`src/logic/aie_regs.svh`:
```
// Constants for the accumulator and port execution block.
// Assumes inclusion by the package and the datapath; definitions only.
`ifndef AIE_REGS_SVH
`define AIE_REGS_SVH
`define AIE_GRP_MEM       4'hE
`define AIE_GRP_ACC       4'hF
`define AIE_ACC_RST       4'h0
`define AIE_CARRY_RST     1'b0
`define AIE_BANK_RST      3'h0
`define AIE_DAA_LIMIT     4'h9
`define AIE_DAA_ADD       4'h6
`define AIE_TCS_CLR       4'h9
`define AIE_TCS_SET       4'hA
`define AIE_KBP_ERR       4'hF
`define AIE_STATUS_W      2
`endif

```
`src/logic/aie_pkg.sv`:
```
// Types for the accumulator and port execution block.
// Assumes the constants header sits beside this file.
`include "aie_regs.svh"
package aie_pkg;
  // Memory/port group low nibbles
  typedef enum logic [3:0] {
    AIE_WRM = 4'h0, AIE_WMP = 4'h1, AIE_WRR = 4'h2,
    AIE_WR0 = 4'h4, AIE_WR1 = 4'h5, AIE_WR2 = 4'h6, AIE_WR3 = 4'h7,
    AIE_SBM = 4'h8, AIE_RDM = 4'h9, AIE_RDR = 4'hA, AIE_ADM = 4'hB,
    AIE_RS0 = 4'hC, AIE_RS1 = 4'hD, AIE_RS2 = 4'hE, AIE_RS3 = 4'hF
  } aie_mem_op_t;
  // Accumulator group low nibbles
  typedef enum logic [3:0] {
    AIE_CLB = 4'h0, AIE_CLC = 4'h1, AIE_IAC = 4'h2, AIE_CMC = 4'h3,
    AIE_CMA = 4'h4, AIE_RAL = 4'h5, AIE_RAR = 4'h6, AIE_TCC = 4'h7,
    AIE_DAC = 4'h8, AIE_TCS = 4'h9, AIE_STC = 4'hA, AIE_DAA = 4'hB,
    AIE_KBP = 4'hC, AIE_DCL = 4'hD, AIE_NA1 = 4'hE, AIE_NA2 = 4'hF
  } aie_acc_op_t;
  // Bus request toward the selected memory or port chip
  typedef struct packed {
    logic       ram_main_wr;
    logic       ram_status_wr;
    logic       rom_port_wr;
    logic       ram_port_wr;
    logic [1:0] status_idx;
    logic [3:0] data;
  } aie_bus_req_t;
  // Result of one instruction
  typedef struct packed {
    logic [3:0] accumulator;
    logic       carry_link;
  } aie_alu_t;
  // Register state of the datapath except the illegal-op flag
  typedef struct packed {
    logic [3:0]   accumulator;
    logic         carry_link;
    logic [2:0]   bank;
    aie_bus_req_t req;
  } aie_state_t;
endpackage

```
`src/logic/aie_exec.sv`:
```
// Execution datapath for memory/port and accumulator instruction groups.
// Assumes the caller presents an opcode with exec_en for one cycle and
// presents the selected chip's nibble on mem_rdata in that same cycle;
// chip/register/character selection lives outside, set by the last
// select_chip_instruction.
//
// Overview of operation
// - Memory and port ops act on the target of the last select.
// - Main or status character reads load the accumulator; carry kept.
// - ROM port read copies input lines; output pins return a fixed value.
// - Main character write stores accumulator; accumulator and carry kept.
// - Status character writes store accumulator into status 0 to 3.
// - ROM port write sends accumulator; port holds it until next write.
// - RAM port write sends accumulator; port holds until next write.
// - Add memory, accumulator and carry; sum and carry out stored.
// - Subtract adds inverted memory and inverted carry to accumulator.
// - Clear both, clear carry, set carry.
// - Complement carry, accumulator unchanged.
// - Complement accumulator, carry unchanged.
// - Increment accumulator, carry shows overflow.
// - Decrement by adding 1111, carry clear on borrow.
// - Rotate carry and accumulator left or right as five bits.
// - Accumulator gets old carry in bit 0, carry cleared.
// - Decimal adjust adds 6 if carry or above 9; carry only sets.
// - Load 9 or 10 by carry, then clear carry.
// - One-hot to binary; more than one bit set gives 15.
// - Bank register takes accumulator bits 0 to 2 and holds.
// - Bank code decodes to RAM bank select lines.
// - Reset selects bank zero.
`timescale 1ns/1ns
`include "aie_regs.svh"
module aie_exec #(
  parameter int DATA_W = 4
) (
  input  wire logic                  clk,
  input  wire logic                  reset_n,
  input  wire logic                  exec_en,
  input  wire logic [7:0]            opcode,
  input  wire logic [DATA_W-1:0]     mem_rdata,
  output aie_pkg::aie_bus_req_t      bus_req,
  output logic      [DATA_W-1:0]     accumulator,
  output logic                       carry_link,
  output logic      [3:0]            ram_bank_select_line,
  output logic                       illegal_op
);

  ////////////////////////////////////////////////////////////////////////
  // Arithmetic helpers

  // Four-bit add with carry in, shared by add, subtract and step ops
  function automatic aie_pkg::aie_alu_t add4(
    input logic [3:0] a,
    input logic [3:0] b,
    input logic       cin
  );
    logic [4:0] sum;
    sum = {1'b0, a} + {1'b0, b} + {4'h0, cin};
    add4.accumulator = sum[3:0];
    add4.carry_link  = sum[4];
  endfunction

  // One-hot keypad code to binary, zero stays zero, anything else flags an error
  function automatic logic [3:0] kbp_map(input logic [3:0] a);
    case (a)
      4'h0:    kbp_map = 4'h0;
      4'h1:    kbp_map = 4'h1;
      4'h2:    kbp_map = 4'h2;
      4'h4:    kbp_map = 4'h3;
      4'h8:    kbp_map = 4'h4;
      default: kbp_map = `AIE_KBP_ERR;
    endcase
  endfunction

  ////////////////////////////////////////////////////////////////////////
  // State

  aie_pkg::aie_state_t state_ff;
  aie_pkg::aie_state_t nxt_state;
  aie_pkg::aie_alu_t   res;
  logic                bad_op;

  // Next state for one executed instruction
  always_comb begin
    nxt_state = state_ff;
    nxt_state.req = '0; // Write strobes last one cycle
    nxt_state.req.data = state_ff.accumulator;
    res = '{accumulator: state_ff.accumulator,
            carry_link:  state_ff.carry_link};
    bad_op = 1'b0;
    if (exec_en && opcode[7:4] == `AIE_GRP_MEM) begin
      // Target chip came from the last select; we only steer the nibble
      case (aie_pkg::aie_mem_op_t'(opcode[3:0]))
        aie_pkg::AIE_WRM: nxt_state.req.ram_main_wr = 1'b1;
        aie_pkg::AIE_WMP: nxt_state.req.ram_port_wr = 1'b1;
        aie_pkg::AIE_WRR: nxt_state.req.rom_port_wr = 1'b1;
        aie_pkg::AIE_WR0, aie_pkg::AIE_WR1,
        aie_pkg::AIE_WR2, aie_pkg::AIE_WR3: begin
          nxt_state.req.ram_status_wr = 1'b1;
          nxt_state.req.status_idx    = opcode[1:0];
        end
        aie_pkg::AIE_RDM, aie_pkg::AIE_RS0, aie_pkg::AIE_RS1,
        aie_pkg::AIE_RS2, aie_pkg::AIE_RS3:
          res.accumulator = mem_rdata;
        // Output pins already read back the user's fixed level
        aie_pkg::AIE_RDR: res.accumulator = mem_rdata;
        aie_pkg::AIE_ADM:
          res = add4(state_ff.accumulator, mem_rdata,
                     state_ff.carry_link);
        aie_pkg::AIE_SBM:
          res = add4(state_ff.accumulator, ~mem_rdata,
                     ~state_ff.carry_link);
        default: bad_op = 1'b1; // Low nibble 0011 is unassigned
      endcase
    end else if (exec_en && opcode[7:4] == `AIE_GRP_ACC) begin
      case (aie_pkg::aie_acc_op_t'(opcode[3:0]))
        aie_pkg::AIE_CLB: res = '{accumulator: 4'h0,
                                  carry_link:  1'b0};
        aie_pkg::AIE_CLC: res.carry_link = 1'b0;
        aie_pkg::AIE_STC: res.carry_link = 1'b1;
        aie_pkg::AIE_CMC: res.carry_link = ~state_ff.carry_link;
        aie_pkg::AIE_CMA: res.accumulator = ~state_ff.accumulator;
        aie_pkg::AIE_IAC:
          res = add4(state_ff.accumulator, 4'h0, 1'b1);
        // Carry out of adding 1111 is set exactly when no borrow
        aie_pkg::AIE_DAC:
          res = add4(state_ff.accumulator, 4'hF, 1'b0);
        aie_pkg::AIE_RAL: res = '{
          accumulator: {state_ff.accumulator[2:0], state_ff.carry_link},
          carry_link:  state_ff.accumulator[3]};
        aie_pkg::AIE_RAR: res = '{
          accumulator: {state_ff.carry_link, state_ff.accumulator[3:1]},
          carry_link:  state_ff.accumulator[0]};
        aie_pkg::AIE_TCC: res = '{
          accumulator: {3'h0, state_ff.carry_link},
          carry_link:  1'b0};
        aie_pkg::AIE_DAA: begin
          if (state_ff.carry_link ||
              state_ff.accumulator > `AIE_DAA_LIMIT) begin
            res = add4(state_ff.accumulator, `AIE_DAA_ADD, 1'b0);
            // Carry may only be set here, never cleared
            res.carry_link = res.carry_link | state_ff.carry_link;
          end
        end
        aie_pkg::AIE_TCS: res = '{
          accumulator: state_ff.carry_link ? `AIE_TCS_SET : `AIE_TCS_CLR,
          carry_link:  1'b0};
        aie_pkg::AIE_KBP:
          res.accumulator = kbp_map(state_ff.accumulator);
        aie_pkg::AIE_DCL:
          nxt_state.bank = state_ff.accumulator[2:0];
        default: bad_op = 1'b1;
      endcase
    end
    nxt_state.accumulator = res.accumulator;
    nxt_state.carry_link  = res.carry_link;
  end

  // Register the state; reset picks bank zero until a bank op runs
  always_ff @(posedge clk) begin
    if (!reset_n) begin
      state_ff <= '{accumulator: `AIE_ACC_RST,
                    carry_link:  `AIE_CARRY_RST,
                    bank:        `AIE_BANK_RST,
                    req:         '0};
    end else begin
      state_ff <= nxt_state;
    end
  end

  // Flag unassigned opcodes registered for a clean output
  logic illegal_ff;
  always_ff @(posedge clk) begin
    if (!reset_n) begin
      illegal_ff <= 1'b0;
    end else begin
      illegal_ff <= bad_op;
    end
  end

  ////////////////////////////////////////////////////////////////////////
  // Outputs

  // Port latches in the chips hold the value until their next write
  assign bus_req     = state_ff.req;
  assign accumulator = state_ff.accumulator;
  assign carry_link  = state_ff.carry_link;
  assign illegal_op  = illegal_ff;

  // Bank lines follow the held bank register
  aie_bank_decode u_bank (
    .bank                 (state_ff.bank),
    .ram_bank_select_line (ram_bank_select_line)
  );

endmodule

```
`src/logic/aie_bank_decode.sv`:
```
// Bank register to RAM bank select line decoder.
// Assumes a 3-bit bank code from the execution datapath.
`timescale 1ns/1ns
`include "aie_regs.svh"
module aie_bank_decode (
  input  wire logic [2:0] bank,
  output logic      [3:0] ram_bank_select_line
);
  // Bank 0 uses line 0 alone; others are the code spread on lines 1..3
  always_comb begin
    if (bank == `AIE_BANK_RST) begin
      ram_bank_select_line = 4'h1;
    end else begin
      ram_bank_select_line = {bank, 1'b0};
    end
  end
endmodule

```
`config.mk`:
```
export PLATFORM = sky130hd
export DESIGN_NAME = aie_exec
export DESIGN_NICKNAME = d
export VERILOG_FILES = /design/src/logic/aie_pkg.sv /design/src/logic/aie_exec.sv /design/src/logic/aie_bank_decode.sv
export VERILOG_INCLUDE_DIRS = /design/src /design/src/logic
export SDC_FILE = /design/constraint.sdc
export NUM_CORES = 1
export LEC_CHECK = 0
export BUFFER_PORTS_ARGS = -buffer_cell sky130_fd_sc_hd__buf_4
export CAP_MARGIN = 25
export CORE_UTILIZATION = 63
export CTS_BUF_LIST = sky130_fd_sc_hd__clkbuf_4
export DETAILED_ROUTE_END_ITERATION = 6
export GPL_ROUTABILITY_DRIVEN = 0
export PLACE_DENSITY_LB_ADDON = 0.08
export SYNTH_ARGS = -nofsm -noshare
export SYNTH_HDL_FRONTEND = slang
export SYNTH_SLANG_ARGS = --single-unit
```
`constraint.sdc`:
```
create_clock -name clk -period 4.1 [get_ports clk]
set_input_delay 0.205 -clock clk [delete_from_list [all_inputs] [get_ports clk]]
set_output_delay 0.205 -clock clk [all_outputs]
set_load 0.02 [all_outputs]
```
* After elaboration in Yosys (flattened, before gate mapping)
Cells that the tools add are included.
** Storage, ports and cells
- Output and inout port bits :: 20
- Input port bits :: 15
- Memories kept :: 0
- Latch bits :: 0
- Bits in read-only memories :: 0
- Word-level logic and storage cells :: 84
- Bits in writable memories :: 0
- Register bits :: 19
** Cells by class
- Shift operators :: 0
- $mul :: 0
- Divide/modulo/power cells :: 0
- $lt $le $gt $ge :: 1
- Bitwise operators :: 5
- Reductions and logical operators :: 19
- Add/subtract/negate cells :: 7
- Muxes and demuxes :: 18
- Equality and inequality tests :: 24
** Operators with widths (count)
- $eq A4 B4 Y1 const B :: 11
- $pmux W4 S10 :: 1
- $eq A4 B3 Y1 const B :: 5
- $pmux W4 S5 :: 1
- $mux W5 :: 3
- $reduce_or A15 Y1 :: 1
- $reduce_or A14 Y1 :: 1
- $eq A4 B2 Y1 const B :: 3
- $pmux W4 S3 :: 1
- $reduce_bool A11 Y1 :: 1
- $add A4 B4 Y5 :: 2
- $add A5 B1 Y5 :: 2
- $eq A4 B1 Y1 const B :: 2
- $logic_not A4 Y1 :: 2
- $mux W1 :: 8
- $not A4 Y4 :: 2
- $pmux W1 S8 :: 1
- $reduce_and A4 Y1 :: 2
- $reduce_bool A8 Y1 :: 1
- $reduce_or A4 Y1 :: 2
- $reduce_and A3 Y1 :: 2
- $reduce_or A6 Y1 :: 1
- $add A4 B1 Y5 const B :: 1
- $add A4 B3 Y5 const B :: 1
- other kinds (15) :: 17

* Longest topological paths before layout
Gate-level depths: netlist (run 1).
- Depth in word-level cells :: 6
- Depth in mapped cells :: 9
- Depth with buffers taken out :: 9

* Hierarchy
A second synthesis (run 1) with hierarchy kept.
** Unflattened totals
- Cells, all modules :: 249
- Area total of the unflattened synthesis :: 1934.4 um^2
** By module, submodules not included
- aie_exec :: seq. area each 380.4 um^2, instances 1, cells each 245, area an instance 1913.1 um^2
- aie_bank_decode :: seq. area each 0.0 um^2, instances 1, cells each 4, area an instance 21.3 um^2

* Worst setup path before layout (run 1)
OpenSTA, ideal clock, no wires.
- Path type :: flip-flop to flip-flop
- From :: register state_ff (netlist bit accumulator[0])
- To :: register state_ff (netlist bit accumulator[2])
- Library setup time :: 0.086 ns
- Data required time :: 4.014 ns
- Period minus slack after synthesis :: 2.297 ns
- Buffers on the path :: 0
- Cell stages (with the launch flop) :: 8
- Arrival :: 2.211 ns
- Slack :: 1.803 ns
- Cells stage by stage :: dfxtp_1 > inv_1 > fa_1 > fa_1 > or3_1 > a41oi_2 > nor3_1 > a211oi_1
** Between the ends
- Cells in the longest elaborated chain, start to end :: 5
- Elaborated cells between the ends (all ways) :: 22
- Those cells by class :: add/sub (7); order compare (1); eq/ne (5); mux (6); reduce/logical (3)
** RTL lines
- start, declared :: line aie_exec.sv:77 : aie_pkg::aie_state_t state_ff;
- start signal, assigned :: line aie_exec.sv:161 : state_ff <= '{accumulator: `AIE_ACC_RST,
- start signal, assigned :: line aie_exec.sv:166 : state_ff <= nxt_state;
- parallel branches: the longest is 5 deep, another holds $add A4 B4 Y5
Several ways; the timed one is not identified. The select of a mux whose other input is x is not followed.
A chain may end at the register's enable or synchronous reset.

* Worst setup path after layout (run 1)
Ends and elaborated chain as after synthesis.

==> qor_table.md, run 1 <==
| Metric | Value | Unit |
| --- | --- | --- |
| Netlist cell types | 57 | - |
| Number of fillers in the final layout | 248 | - |
| Clock tree from TritonCTS | built | - |
| Routed length per placed instance | 17.2 | µm |
| Number of register bits inferred by synthesis | 19 | - |
| Family with the most delay on the worst path | adder cells | - |
| Setup TNS Final | 0 | ns |
| Bufs on Longest Clock Path | 2 | - |
| CP bufs+invs | 1 | - |
| Antenna violations before repair | 0 | - |
| Nature of the critical path endpoint | flop | - |
| Highest ir drop seen on vdd | 174 | µV |
| Nature of the critical path startpoint | flop | - |
| Count of instances resized after the clock tree is built | 0 | - |
| Wire length of the first global-routing pass | 7.83 | mm |
| Crit path setup slack, layout | 1.38 | ns |
| Final std cell area, no fill | 2080 | µm² |
| Total number of vias | 1959 | - |
| Post-CTS setup buffers | 0 | - |
| Largest net degree at the start of global routing | 36 | - |
| Routed Antenna Nets | 0 | - |
| Static leakage | 0.000847 | µW |
| Net count after synthesis | 286 | - |
| Layout-stage area growth over the synthesis result | 7.03 | % |
| Worst Path Arrival | 2.95 | ns |
| Summed instance area of the synthesized netlist | 1940 | µm² |
| Total Nets Final | 293 | - |
| Final Max Tran Viols | 0 | - |
| MaxCap Viol Count | 0 | - |
| Part of the cycle the worst path needs | 0.664 | - |
| Maximum clock frequency | 0.367 | GHz |
| Total core area | 2830 | µm² |
| TritonCTS Buffers | 3 | - |
| Antenna Cells | 0 | - |
| Detail Route met3 WL | 572 | µm |
| Number of global-route vias before repair | 1670 | - |
| Clock H-tree levels | 1 | - |
| Cells traversed along the worst timing path | inv_1 > fa_1 > fa_1 > or3_1 > a41oi_2 > nor3_1 > a211oi_1 | - |
| Count of yosys warnings during synthesis | 0 | - |
| Vertical extent of the die | 57.5 | µm |
| Global-route usage over all layers | 0.309 | - |
| Total power after layout | 411 | µW |
| Violated checks | design-rule violations | - |
| DRC violations left | 2 | - |
| Worst setup path class | reg -> reg | - |
| Proportion of synthesized chip area in sequential cells | 0.196 | - |
| Slew of the pin with the lowest slew margin | 0.670 | ns |
| Number of enable-type register cells in the synthesized netlist | 0 | - |
| Detailed-router iteration count before antenna repair | 7 | - |
| Critical path data required time | 4.33 | ns |
| Ys async rst share | 0 | - |
| Setup repair after global routing missed its margin | no | - |
| I/O pins | 35 | - |
| Cell repeated most along the worst path | fa_1 | - |
| PwrDens | 198 | nW/µm² |
| Count of standard-cell rows | 19 | - |
| Final HPWL DP | 3.49 | mm |
| Buffers on Ports | 34 | - |
| Setup slack of the most critical reg-to-reg path | 1.38 | ns |
| Clock latency of the later-clocked register in the worst-skew pair | 0.33 | ns |
| Total overflow reported by the global router | 0 | - |
| Maximum clock skew at final layout | 0.0236 | ns |
| Share of layout cells above drive strength 1 | 0.173 | - |
| Number of DRC violations after detailed-routing iteration 0 | 146 | - |
| Overall die area | 3300 | µm² |
| Final Hold Viols | 0 | - |
| Min Tclk post-route | 2.72 | ns |
| CP max stage cell | dfxtp_1 | - |
| CP max FO | 11 | - |
| Wire length on met2 | 2.15 | mm |
| Routed wire length | 4.99 | mm |
| Ratio of routed vias to standard cells | 6.73 | - |
| Met1 routed wirelength after detailed routing | 2.09 | mm |
| Cell area after placement | 2050 | µm² |
| Gate Count Post-Synth | 254 | - |
| Predominant post-synthesis flop cell | dfxtp_1 | - |
| Mean Syn Cell Area | 7.64 | µm² |
| Reg clk slew, reported paths | 0.14 | ns |
| Clock tree sinks | 19 | - |
| Top metal layer carrying routed signals | met4 | - |
| Post-placement setup slack | 1.52 | ns |
| Run status | finished, violations left | - |
| X dimension of the die | 57.5 | µm |
| Initial Util | 0.686 | - |
| Final setup violating endpoints | 0 | - |
| Root Buffer | clkbuf_4 | - |
| Final core occ | 0.734 | - |
| Maximum cell stage delay along the critical path | 0.65 | ns |
| Hold-fix buffers at CTS | 0 | - |
| Class of the tightest hold or removal check | in -> reg | - |
| Max-Slew Margin vs Limit | 0.552 | - |
-- flip-flops by register name (all words and copies together), names as in the netlist --
name,cells
state_ff,3
bus_req,10
carry_link,1
accumulator,4
illegal_op,1
-- where the power goes --
part	internal (µW)	leakage, µW	switching [µW]	total (µW)
registers	186	0.000153	4.88	191
clock network	36.6	0.0000177	70.5	107
logic	45.1	0.000676	67.2	112
total	268	0.000847	143	411
-- synthesized netlist by cell type, types with 3 or more instances --
library cell	n	area, µm²
fa_1	4	80.1
o211ai_1	3	22.5
buf_4	15	113
or3_1	3	18.8
clkbuf_1	10	37.5
nor3_1	9	45.0
o21ai_0	23	115
a31oi_1	3	18.8
nor2_1	19	71.3
buf_2	7	35.0
ha_1	13	163
a21oi_1	18	90.1
inv_1	10	37.5
mux2i_1	3	30.0
and2_1	3	18.8
nand2_1	11	41.3
o21a_1	3	22.5
nand3_1	9	45.0
and3_1	5	31.3
nand2b_1	9	56.3
o31ai_1	3	22.5
nand3b_1	5	37.5
o221ai_1	3	26.3
dfxtp_1	19	380
nor2b_1	7	43.8
nor4b_1	3	26.3
-- cells in the final DEF, fill, tap and decap left out, types with 4 or more instances in the layout --
cell,netlist,routed
fa_1,4,4
inv_1,10,10
buf_4,15,34
and3_1,5,5
nor2b_1,7,7
nand3_1,9,9
nand2b_1,9,9
nor3_1,9,9
ha_1,13,13
nor2_1,19,19
o21ai_0,23,23
nand2_1,11,11
a21oi_1,18,18
dfxtp_1,19,19
nand3b_1,5,5
-- through the flow --
stage,hold slack (ns),cells
global route,0.173,291
finish,0.159,291
global placement,0.510,287
CTS,0.161,291
detailed placement,0.512,287
floorplan,0.413,254
-- final timing paths --
kind	cells past startpoint	from	to
worst min register to register	2	state_ff[12]	state_ff[12]
worst min-delay path	2	reset_n	accumulator[0]
worst max register to register	7	accumulator[0]	accumulator[2]
worst max-delay path	7	accumulator[0]	accumulator[2]
-- routing by layer --
| layer | vias up | global-route usage |
|---|---|---|
| li1 | 917 | - |
| met1 | 890 | 0.422 |
| met2 | 131 | 0.473 |
| met3 | 21 | 0.0476 |
| met4 | 0 | 0.157 |
| met5 | - | 0 |
-- kinds of logic (layout without fill, tap and decap cells) --
group | Yosys count | in the layout | synth area share
xor+xnor | 3 | 3 | 0.0136
flops | 19 | 19 | 0.196
simple gates | 89 | 89 | 0.252
compound gates | 80 | 80 | 0.281
fa+ha+maj | 17 | 17 | 0.125
mux | 3 | 3 | 0.0155
buf+inv | 43 | 49 | 0.117
-- worst register-to-register path, stage by stage, from the launching register on --
cell and delay (ns):
dfxtp_1 0.65, inv_1 0.24, fa_1 0.48, fa_1 0.41
or3_1 0.37, a41oi_2 0.18, nor3_1 0.07, a211oi_1 0.22
-- final cells by class --
class / instances / area [µm²] / area share
inverters: 11 / 41.3 / 0.0199
clock buffers: 3 / 22.5 / 0.0108
clock inverters: 1 / 5.00 / 0.00241
multi-input cells: 192 / 1330 / 0.642
flip-flops and latches: 19 / 380 / 0.183
repair buffers: 34 / 255 / 0.123
well taps: 31 / 38.8 / 0.0187
No activity file was read; power rests on OpenSTA's default activity.
==> inputs of run 2 (changes only) <==
Settings changed: CORE_UTILIZATION 63 to 52.
Clock period 4.1 ns to 2.5 ns, I/O delays scaled along.
==> run 2 against run 1 <==
  * The flow now finishes without violations
  * Via count fell by 1.7%
  * Power increased by 63%
  * Count of clock-buffer cells in the layout did not move
  * Non-clock buffer count up 8
  * Sequential share of layout area shrank 0.67 points
  * Utilization fell by 11 points
  * Global-route usage fell by 4.7 points
  * Final cell count is 7.9% higher
  * Worst hold slack worse by 0.047 ns
  * Critical path depth up 1
==> qor_table.md, run 2 (synthesis results as in run 1) <==
| Metric | Value | Unit | Delta |
| --- | --- | --- | --- |
| Run status | completed | - | was finished, violations left |
| Post-CTS setup buffers | 0 | - | unchanged |
| Root Buffer | clkbuf_4 | - | unchanged |
| Reg clk slew, reported paths | 0.12 | ns | was 0.14 ns |
| Number of DRC violations after detailed-routing iteration 0 | 141 | - | was 146 |
| CP max stage cell | fa_1 | - | was dfxtp_1 |
| Share of layout cells above drive strength 1 | 0.198 | - | was 0.173 |
| Bufs on Longest Clock Path | 2 | - | unchanged |
| Clock tree sinks | 19 | - | unchanged |
| CP max FO | 9 | - | was 11 |
| Routed Antenna Nets | 0 | - | unchanged |
| Routed length per placed instance | 16.0 | µm | was 17.2 µm |
| Antenna violations before repair | 0 | - | unchanged |
| Buffers on Ports | 34 | - | unchanged |
| Overall die area | 3980 | µm² | was 3300 µm² |
| TritonCTS Buffers | 3 | - | unchanged |
| Final Hold Viols | 0 | - | unchanged |
| Worst Path Arrival | 2.41 | ns | was 2.95 ns |
| Part of the cycle the worst path needs | 0.869 | - | was 0.664 |
| Final HPWL DP | 3.63 | mm | was 3.49 mm |
| Clock H-tree levels | 1 | - | unchanged |
| I/O pins | 35 | - | unchanged |
| Global-route usage over all layers | 0.263 | - | was 0.309 |
| Clock tree from TritonCTS | built | - | unchanged |
| Maximum clock frequency | 0.460 | GHz | was 0.367 GHz |
| Layout-stage area growth over the synthesis result | 11.1 | % | was 7.03% |
| Maximum clock skew at final layout | 0.00253 | ns | was 0.0236 ns |
| Largest net degree at the start of global routing | 36 | - | unchanged |
| Critical path data required time | 2.73 | ns | was 4.33 ns |
| Leading cell type in the layout, fill and taps excluded | buf_4 | - | unchanged |
| Setup repair after global routing missed its margin | no | - | unchanged |
| Largest register FFs | 10 | - | unchanged |
| Final Max Tran Viols | 0 | - | unchanged |
| Cells traversed along the worst timing path | fa_1 > fa_1 > nor2b_1 > o21a_1 > nor3_1 > o21ai_0 > o31ai_1 > o31ai_1 | - | was inv_1 > fa_1 > fa_1 > or3_1 > a41oi_2 > nor3_1 > a211oi_1 |
| Max-Slew Margin vs Limit | 0.626 | - | was 0.552 |
| Highest ir drop seen on vdd | 152 | µV | was 174 µV |
| Final setup violating endpoints | 0 | - | unchanged |
| PwrDens | 310 | nW/µm² | was 198 nW/µm² |
| Class of the tightest hold or removal check | in -> reg | - | unchanged |
| DRC violations left | 0 | - | was 2 |
| Total number of vias | 1926 | - | was 1959 |
| Total core area | 3440 | µm² | was 2830 µm² |
| Worst setup path startpoint | carry_link | - | was accumulator[0] |
| Min Tclk post-route | 2.17 | ns | was 2.72 ns |
| Post-placement setup slack | 0.319 | ns | was 1.52 ns |
| Total power after layout | 669 | µW | was 411 µW |
| Detailed-router iteration count before antenna repair | 6 | - | was 7 |
| X dimension of the die | 63.1 | µm | was 57.5 µm |
| Wire length of the first global-routing pass | 8.28 | mm | was 7.83 mm |
| Initial Util | 0.563 | - | was 0.686 |
| Maximum cell stage delay along the critical path | 0.44 | ns | was 0.65 ns |
| Highest-count cells in the layout ignoring fill and taps | buf_4, o21ai_0, nor2_1, dfxtp_1, a21oi_1 | - | unchanged |
| Nature of the critical path startpoint | flop | - | unchanged |
| Crit path setup slack, layout | 0.326 | ns | was 1.38 ns |
| Total Nets Final | 301 | - | was 293 |
| Vertical extent of the die | 63.1 | µm | was 57.5 µm |
| Hold-fix buffers at CTS | 0 | - | unchanged |
| Routed wire length | 5.02 | mm | was 4.99 mm |
| Total overflow reported by the global router | 0 | - | unchanged |
| Worst setup path class | reg -> reg | - | unchanged |
| Nature of the critical path endpoint | flop | - | unchanged |
| Ratio of routed vias to standard cells | 6.13 | - | was 6.73 |
| Static leakage | 0.000888 | µW | was 0.000847 µW |
| Count of instances resized after the clock tree is built | 0 | - | unchanged |
| Worst r2r src | carry_link | - | was accumulator[0] |
| Slew of the pin with the lowest slew margin | 0.557 | ns | was 0.670 ns |
| Clock latency of the later-clocked register in the worst-skew pair | 0.31 | ns | was 0.33 ns |
| Number of global-route vias before repair | 1717 | - | was 1670 |
| Count of standard-cell rows | 21 | - | was 19 |
| Hold Crit Start | reset_n | - | unchanged |
| Worst hold slack | 0.112 | ns | was 0.159 ns |
| Antenna Cells | 0 | - | unchanged |
| MaxCap Viol Count | 0 | - | unchanged |
| Setup TNS Final | 0 | ns | unchanged |
## run 2: final cells by class
class                   instances  area, µm²
multi-input cells             192       1330
fillers                       330       1290
flip-flops and latches         19        380
repair buffers                 42        315
well taps                      46       57.6
inverters                      11       41.3
clock buffers                   3       22.5
clock inverters                 1       5.00
## run 2: report_power, final
group / internal, µW / switching [µW]
registers: 306 / 2.63
clock network: 59.7 / 109
logic: 78.5 / 113
total: 444 / 225
## run 2: critical path, delay by kind of cell, from the launching register on
kind / cells / cell delay, ns
and+or+nand+nor: 2 / 0.17
adders and majority gates: 2 / 0.87
DFF: 1 / 0.43
AOI/OAI and AO/OA: 4 / 0.62
## run 2: worst paths after layout
| check | endpoint | slack, ns | cells past startpoint |
|---|---|---|---|
| max | carry_link | 0.33 | 8 |
| min | accumulator[1] | 0.11 | 3 |
| max reg2reg | carry_link | 0.33 | 8 |
| min reg2reg | state_ff[10] | 0.53 | 2 |
## run 2: layer usage
| metal | vias to the layer above | part of all wire | global-route usage |
|---|---|---|---|
| li1 | 939 | - | - |
| met5 | - | 0 | 0 |
| met4 | 0 | 0.023 | 0.0988 |
| met3 | 13 | 0.079 | 0.0308 |
| met2 | 107 | 0.45 | 0.391 |
| met1 | 867 | 0.45 | 0.383 |
## run 2: stage by stage
step | cell area (µm²) | instances | util
finish | 2150 | 314 | 0.626
global placement | 2130 | 310 | 0.618
floorplan | 1940 | 254 | -
CTS | 2150 | 314 | 0.626
detailed placement | 2130 | 310 | 0.618
global route | 2150 | 314 | 0.626
==> inputs of run 3 (changes only) <==
Settings changed: CAP_MARGIN 25 to 20, CORE_ASPECT_RATIO from default to 1.5, SYNTH_HIERARCHICAL from default to 1.
==> run 3 against run 2 <==
  * Power rose by 2.0%
  * Design area rose by 0.29%
  * Combinational power is essentially flat
  * Clock skew grew 0.0085 ns
  * Worst hold slack better by 0.031 ns
  * Via count up 1.8%
  * Utilization down 0.52 points
  * Critical endpoint is now accumulator[3]
  * Largest cell class unchanged
==> qor_table.md, run 3 <==
| Metric | Value | Unit | Delta |
| --- | --- | --- | --- |
| Highest ir drop seen on vdd | 188 | µV | was 152 µV |
| Antenna violations before repair | 0 | - | unchanged |
| Routed Antenna Nets | 0 | - | unchanged |
| Largest net degree at the start of global routing | 28 | - | was 36 |
| Most used standard cells in the synthesized netlist | a21oi_1, dfxtp_1, nor2_1 | - | was o21ai_0, dfxtp_1, nor2_1 |
| Buffers on Ports | 34 | - | unchanged |
| Run status | completed | - | unchanged |
| Summed instance area of the synthesized netlist | 1930 | µm² | was 1940 µm² |
| Total number of vias | 1960 | - | was 1926 |
| Nature of the critical path startpoint | flop | - | unchanged |
| Setup slack of the most critical reg-to-reg path | 0.23 | ns | was 0.33 ns |
| Global-route usage over all layers | 0.289 | - | was 0.263 |
| Dominant cell by count in the synthesized netlist | a21oi_1 | - | was o21ai_0 |
| Number of cell instances on the worst register-to-register path | 9 | - | was 8 |
| Bufs on Longest Clock Path | 2 | - | unchanged |
| Cell area after placement | 2130 | µm² | about the same |
| Number of enable-type register cells in the synthesized netlist | 0 | - | unchanged |
| Count of standard-cell rows | 26 | - | was 21 |
| Hold Crit Start | reset_n | - | unchanged |
| Total Nets Final | 297 | - | was 301 |
| TritonCTS Buffers | 3 | - | unchanged |
| Setup TNS Final | 0 | ns | unchanged |
| I/O pins | 35 | - | unchanged |
| Setup repair after global routing missed its margin | no | - | unchanged |
| Number of stages on the worst hold path | 3 | - | unchanged |
| Initial Util | 0.556 | - | was 0.563 |
| Overall die area | 3970 | µm² | was 3980 µm² |
| Largest register FFs | 10 | - | unchanged |
| Ys async rst share | 0 | - | unchanged |
| Ratio of routed vias to standard cells | 6.41 | - | was 6.13 |
| Final setup violating endpoints | 0 | - | unchanged |
| Reg clk slew, reported paths | 0.13 | ns | was 0.12 ns |
| Layout-stage area growth over the synthesis result | 11.7 | % | was 11.1% |
| Number of DRC violations after detailed-routing iteration 0 | 93 | - | was 141 |
| Static leakage | 0.000897 | µW | was 0.000888 µW |
| Clock tree from TritonCTS | built | - | unchanged |
| Mean Syn Cell Area | 7.77 | µm² | was 7.64 µm² |
| Total core area | 3480 | µm² | was 3440 µm² |
| Worst setup path class | reg -> reg | - | unchanged |
| Final Hold Viols | 0 | - | unchanged |
| Count of yosys warnings during synthesis | 6 | - | was 0 |
| X dimension of the die | 51.8 | µm | was 63.1 µm |
| Final HPWL DP | 3.99 | mm | was 3.63 mm |
| Vertical extent of the die | 76.7 | µm | was 63.1 µm |
| Class of the tightest hold or removal check | in -> reg | - | unchanged |
| Antenna Cells | 0 | - | unchanged |
| Share of layout cells above drive strength 1 | 0.223 | - | was 0.198 |
| Number of global-route vias before repair | 1800 | - | was 1717 |
| PwrDens | 316 | nW/µm² | was 310 nW/µm² |
| End of the worst register-to-register path | accumulator[3] | - | was carry_link |
| Wire length of the first global-routing pass | 8.68 | mm | was 8.28 mm |
| Cell taking the most area after synthesis | dfxtp_1 | - | unchanged |
| Critical path data required time | 2.71 | ns | was 2.73 ns |
| Final core occ | 0.621 | - | was 0.626 |
| Highest-count cells in the layout ignoring fill and taps | buf_4, a21oi_1, nor2_1, dfxtp_1, o21ai_0 | - | was buf_4, o21ai_0, nor2_1, dfxtp_1, a21oi_1 |
| Top post-synthesis cells by area | dfxtp_1, ha_1, buf_4 | - | was dfxtp_1, ha_1, o21ai_0 |
| Maximum clock skew at final layout | 0.0110 | ns | was 0.00253 ns |
| Number of register bits inferred by synthesis | 19 | - | unchanged |
| Slew of the pin with the lowest slew margin | 0.592 | ns | was 0.557 ns |
| Routed length per placed instance | 17.4 | µm | was 16.0 µm |
| Final std cell area, no fill | 2160 | µm² | was 2150 µm² |
| Detailed-router iteration count before antenna repair | 5 | - | was 6 |
| Gate Count Post-Synth | 249 | - | was 254 |
| CP max FO | 6 | - | was 9 |
| Count of instances resized after the clock tree is built | 0 | - | unchanged |
| Netlist cell types | 59 | - | was 57 |
| Part of the cycle the worst path needs | 0.907 | - | was 0.869 |
| Min Tclk post-route | 2.27 | ns | was 2.17 ns |
| Worst hold slack | 0.143 | ns | was 0.112 ns |
| Worst Path Arrival | 2.48 | ns | was 2.41 ns |
| Maximum clock frequency | 0.441 | GHz | was 0.460 GHz |
| Proportion of synthesized chip area in sequential cells | 0.197 | - | was 0.196 |
| Worst r2r src | accumulator[1] | - | was carry_link |
| Clock tree sinks | 19 | - | unchanged |
| Total overflow reported by the global router | 0 | - | unchanged |
| Root Buffer | clkbuf_4 | - | unchanged |
| Net count after synthesis | 281 | - | was 286 |
| Final Max Tran Viols | 0 | - | unchanged |
| Fraction of post-synthesis cell area in the top cell type by area | 0.197 | - | was 0.196 |
| Clock H-tree levels | 1 | - | unchanged |
| MaxCap Viol Count | 0 | - | unchanged |
| Nature of the critical path endpoint | flop | - | unchanged |
| Clock latency of the later-clocked register in the worst-skew pair | 0.32 | ns | was 0.31 ns |
| Routed wire length | 5.31 | mm | was 5.02 mm |
| Hold Path End | accumulator[2] | - | was accumulator[1] |
| Leading cell type in the layout, fill and taps excluded | buf_4 | - | unchanged |
| DRC violations left | 0 | - | unchanged |
| Max-Slew Margin vs Limit | 0.595 | - | was 0.626 |
| Post-CTS setup buffers | 0 | - | unchanged |
| Predominant post-synthesis flop cell | dfxtp_1 | - | unchanged |
| Hold-fix buffers at CTS | 0 | - | unchanged |
==> run 3: cell count changes after synthesis, moves of 3 or more <==
cell      delta
nand3_1      -3
clkbuf_1     +3
nand2b_1     -7
nor4b_1      -3
nor2b_1      +3
o21ai_0      -9
nor3_1       -6
a211oi_1     +4
nand4_1      +3
inv_1        +3
==> run 3: how the worst max path moves through the flow <==
stage / startpoint / endpoint / cells after the start
floorplan: accumulator[0] / accumulator[2] / 8
global placement: accumulator[2] / accumulator[3] / 9
detailed placement: accumulator[1] / accumulator[3] / 9
CTS: accumulator[1] / accumulator[3] / 9
global route: accumulator[2] / accumulator[3] / 9
finish: accumulator[1] / accumulator[3] / 9
==> run 3: power breakdown <==
part / switching [µW] / internal [µW] / total, µW / leakage [µW]
sequential: 2.19 / 305 / 307 / 0.000153
combinational: 114 / 75.4 / 189 / 0.000726
clock: 112 / 73.3 / 186 / 0.0000184
==> run 3: cells by family (layout without fill, tap and decap cells) <==
logic type	Yosys count	after routing	share of synthesized area
AOI/OAI and AO/OA	82	82	0.300
and+or+nand+nor	81	81	0.239
buffers and inverters	47	62	0.125
DFF	19	19	0.197
adders and majority gates	17	17	0.125
xor gates and xnor gates	2	2	0.00906
muxes	1	1	0.00517
==> run 3: area by class of cell <==
type	instances	area [µm²]
clock buffer	4	30.0
fill	334	1320
inverter	13	48.8
multi-input combinational	183	1310
sequential	19	380
tap	42	52.6
timing repair buffer	45	338
==> run 3: through the flow <==
| stage | worst slack (ns) | std cells | total power [µW] |
|---|---|---|---|
| after floorplan | 0.223 | 249 | 439 |
| after global placement | 0.236 | 302 | 500 |
| after detailed placement | 0.301 | 302 | 500 |
| after CTS | 0.243 | 306 | 675 |
| after global routing | 0.0274 | 306 | 710 |
| final | 0.232 | 306 | 682 |
==> run 3: routing by layer <==
metal | global-route usage | wire [µm] | up-vias
li1 | - | - | 921
met1 | 0.331 | 1940 | 923
met2 | 0.513 | 2830 | 92
met3 | 0.0317 | 331 | 24
met4 | 0.135 | 214 | 0
met5 | 0 | 0 | -
==> run 3: worst max-delay path, stage by stage (launching register included) <==
cell	delay [ns]
dfxtp_1	0.33
inv_1	0.20
ha_1	0.28
inv_1	0.11
a21oi_1	0.13
o31a_1	0.18
o31ai_1	0.09
a2111oi_0	0.58
buf_4	0.20
o21ai_0	0.07
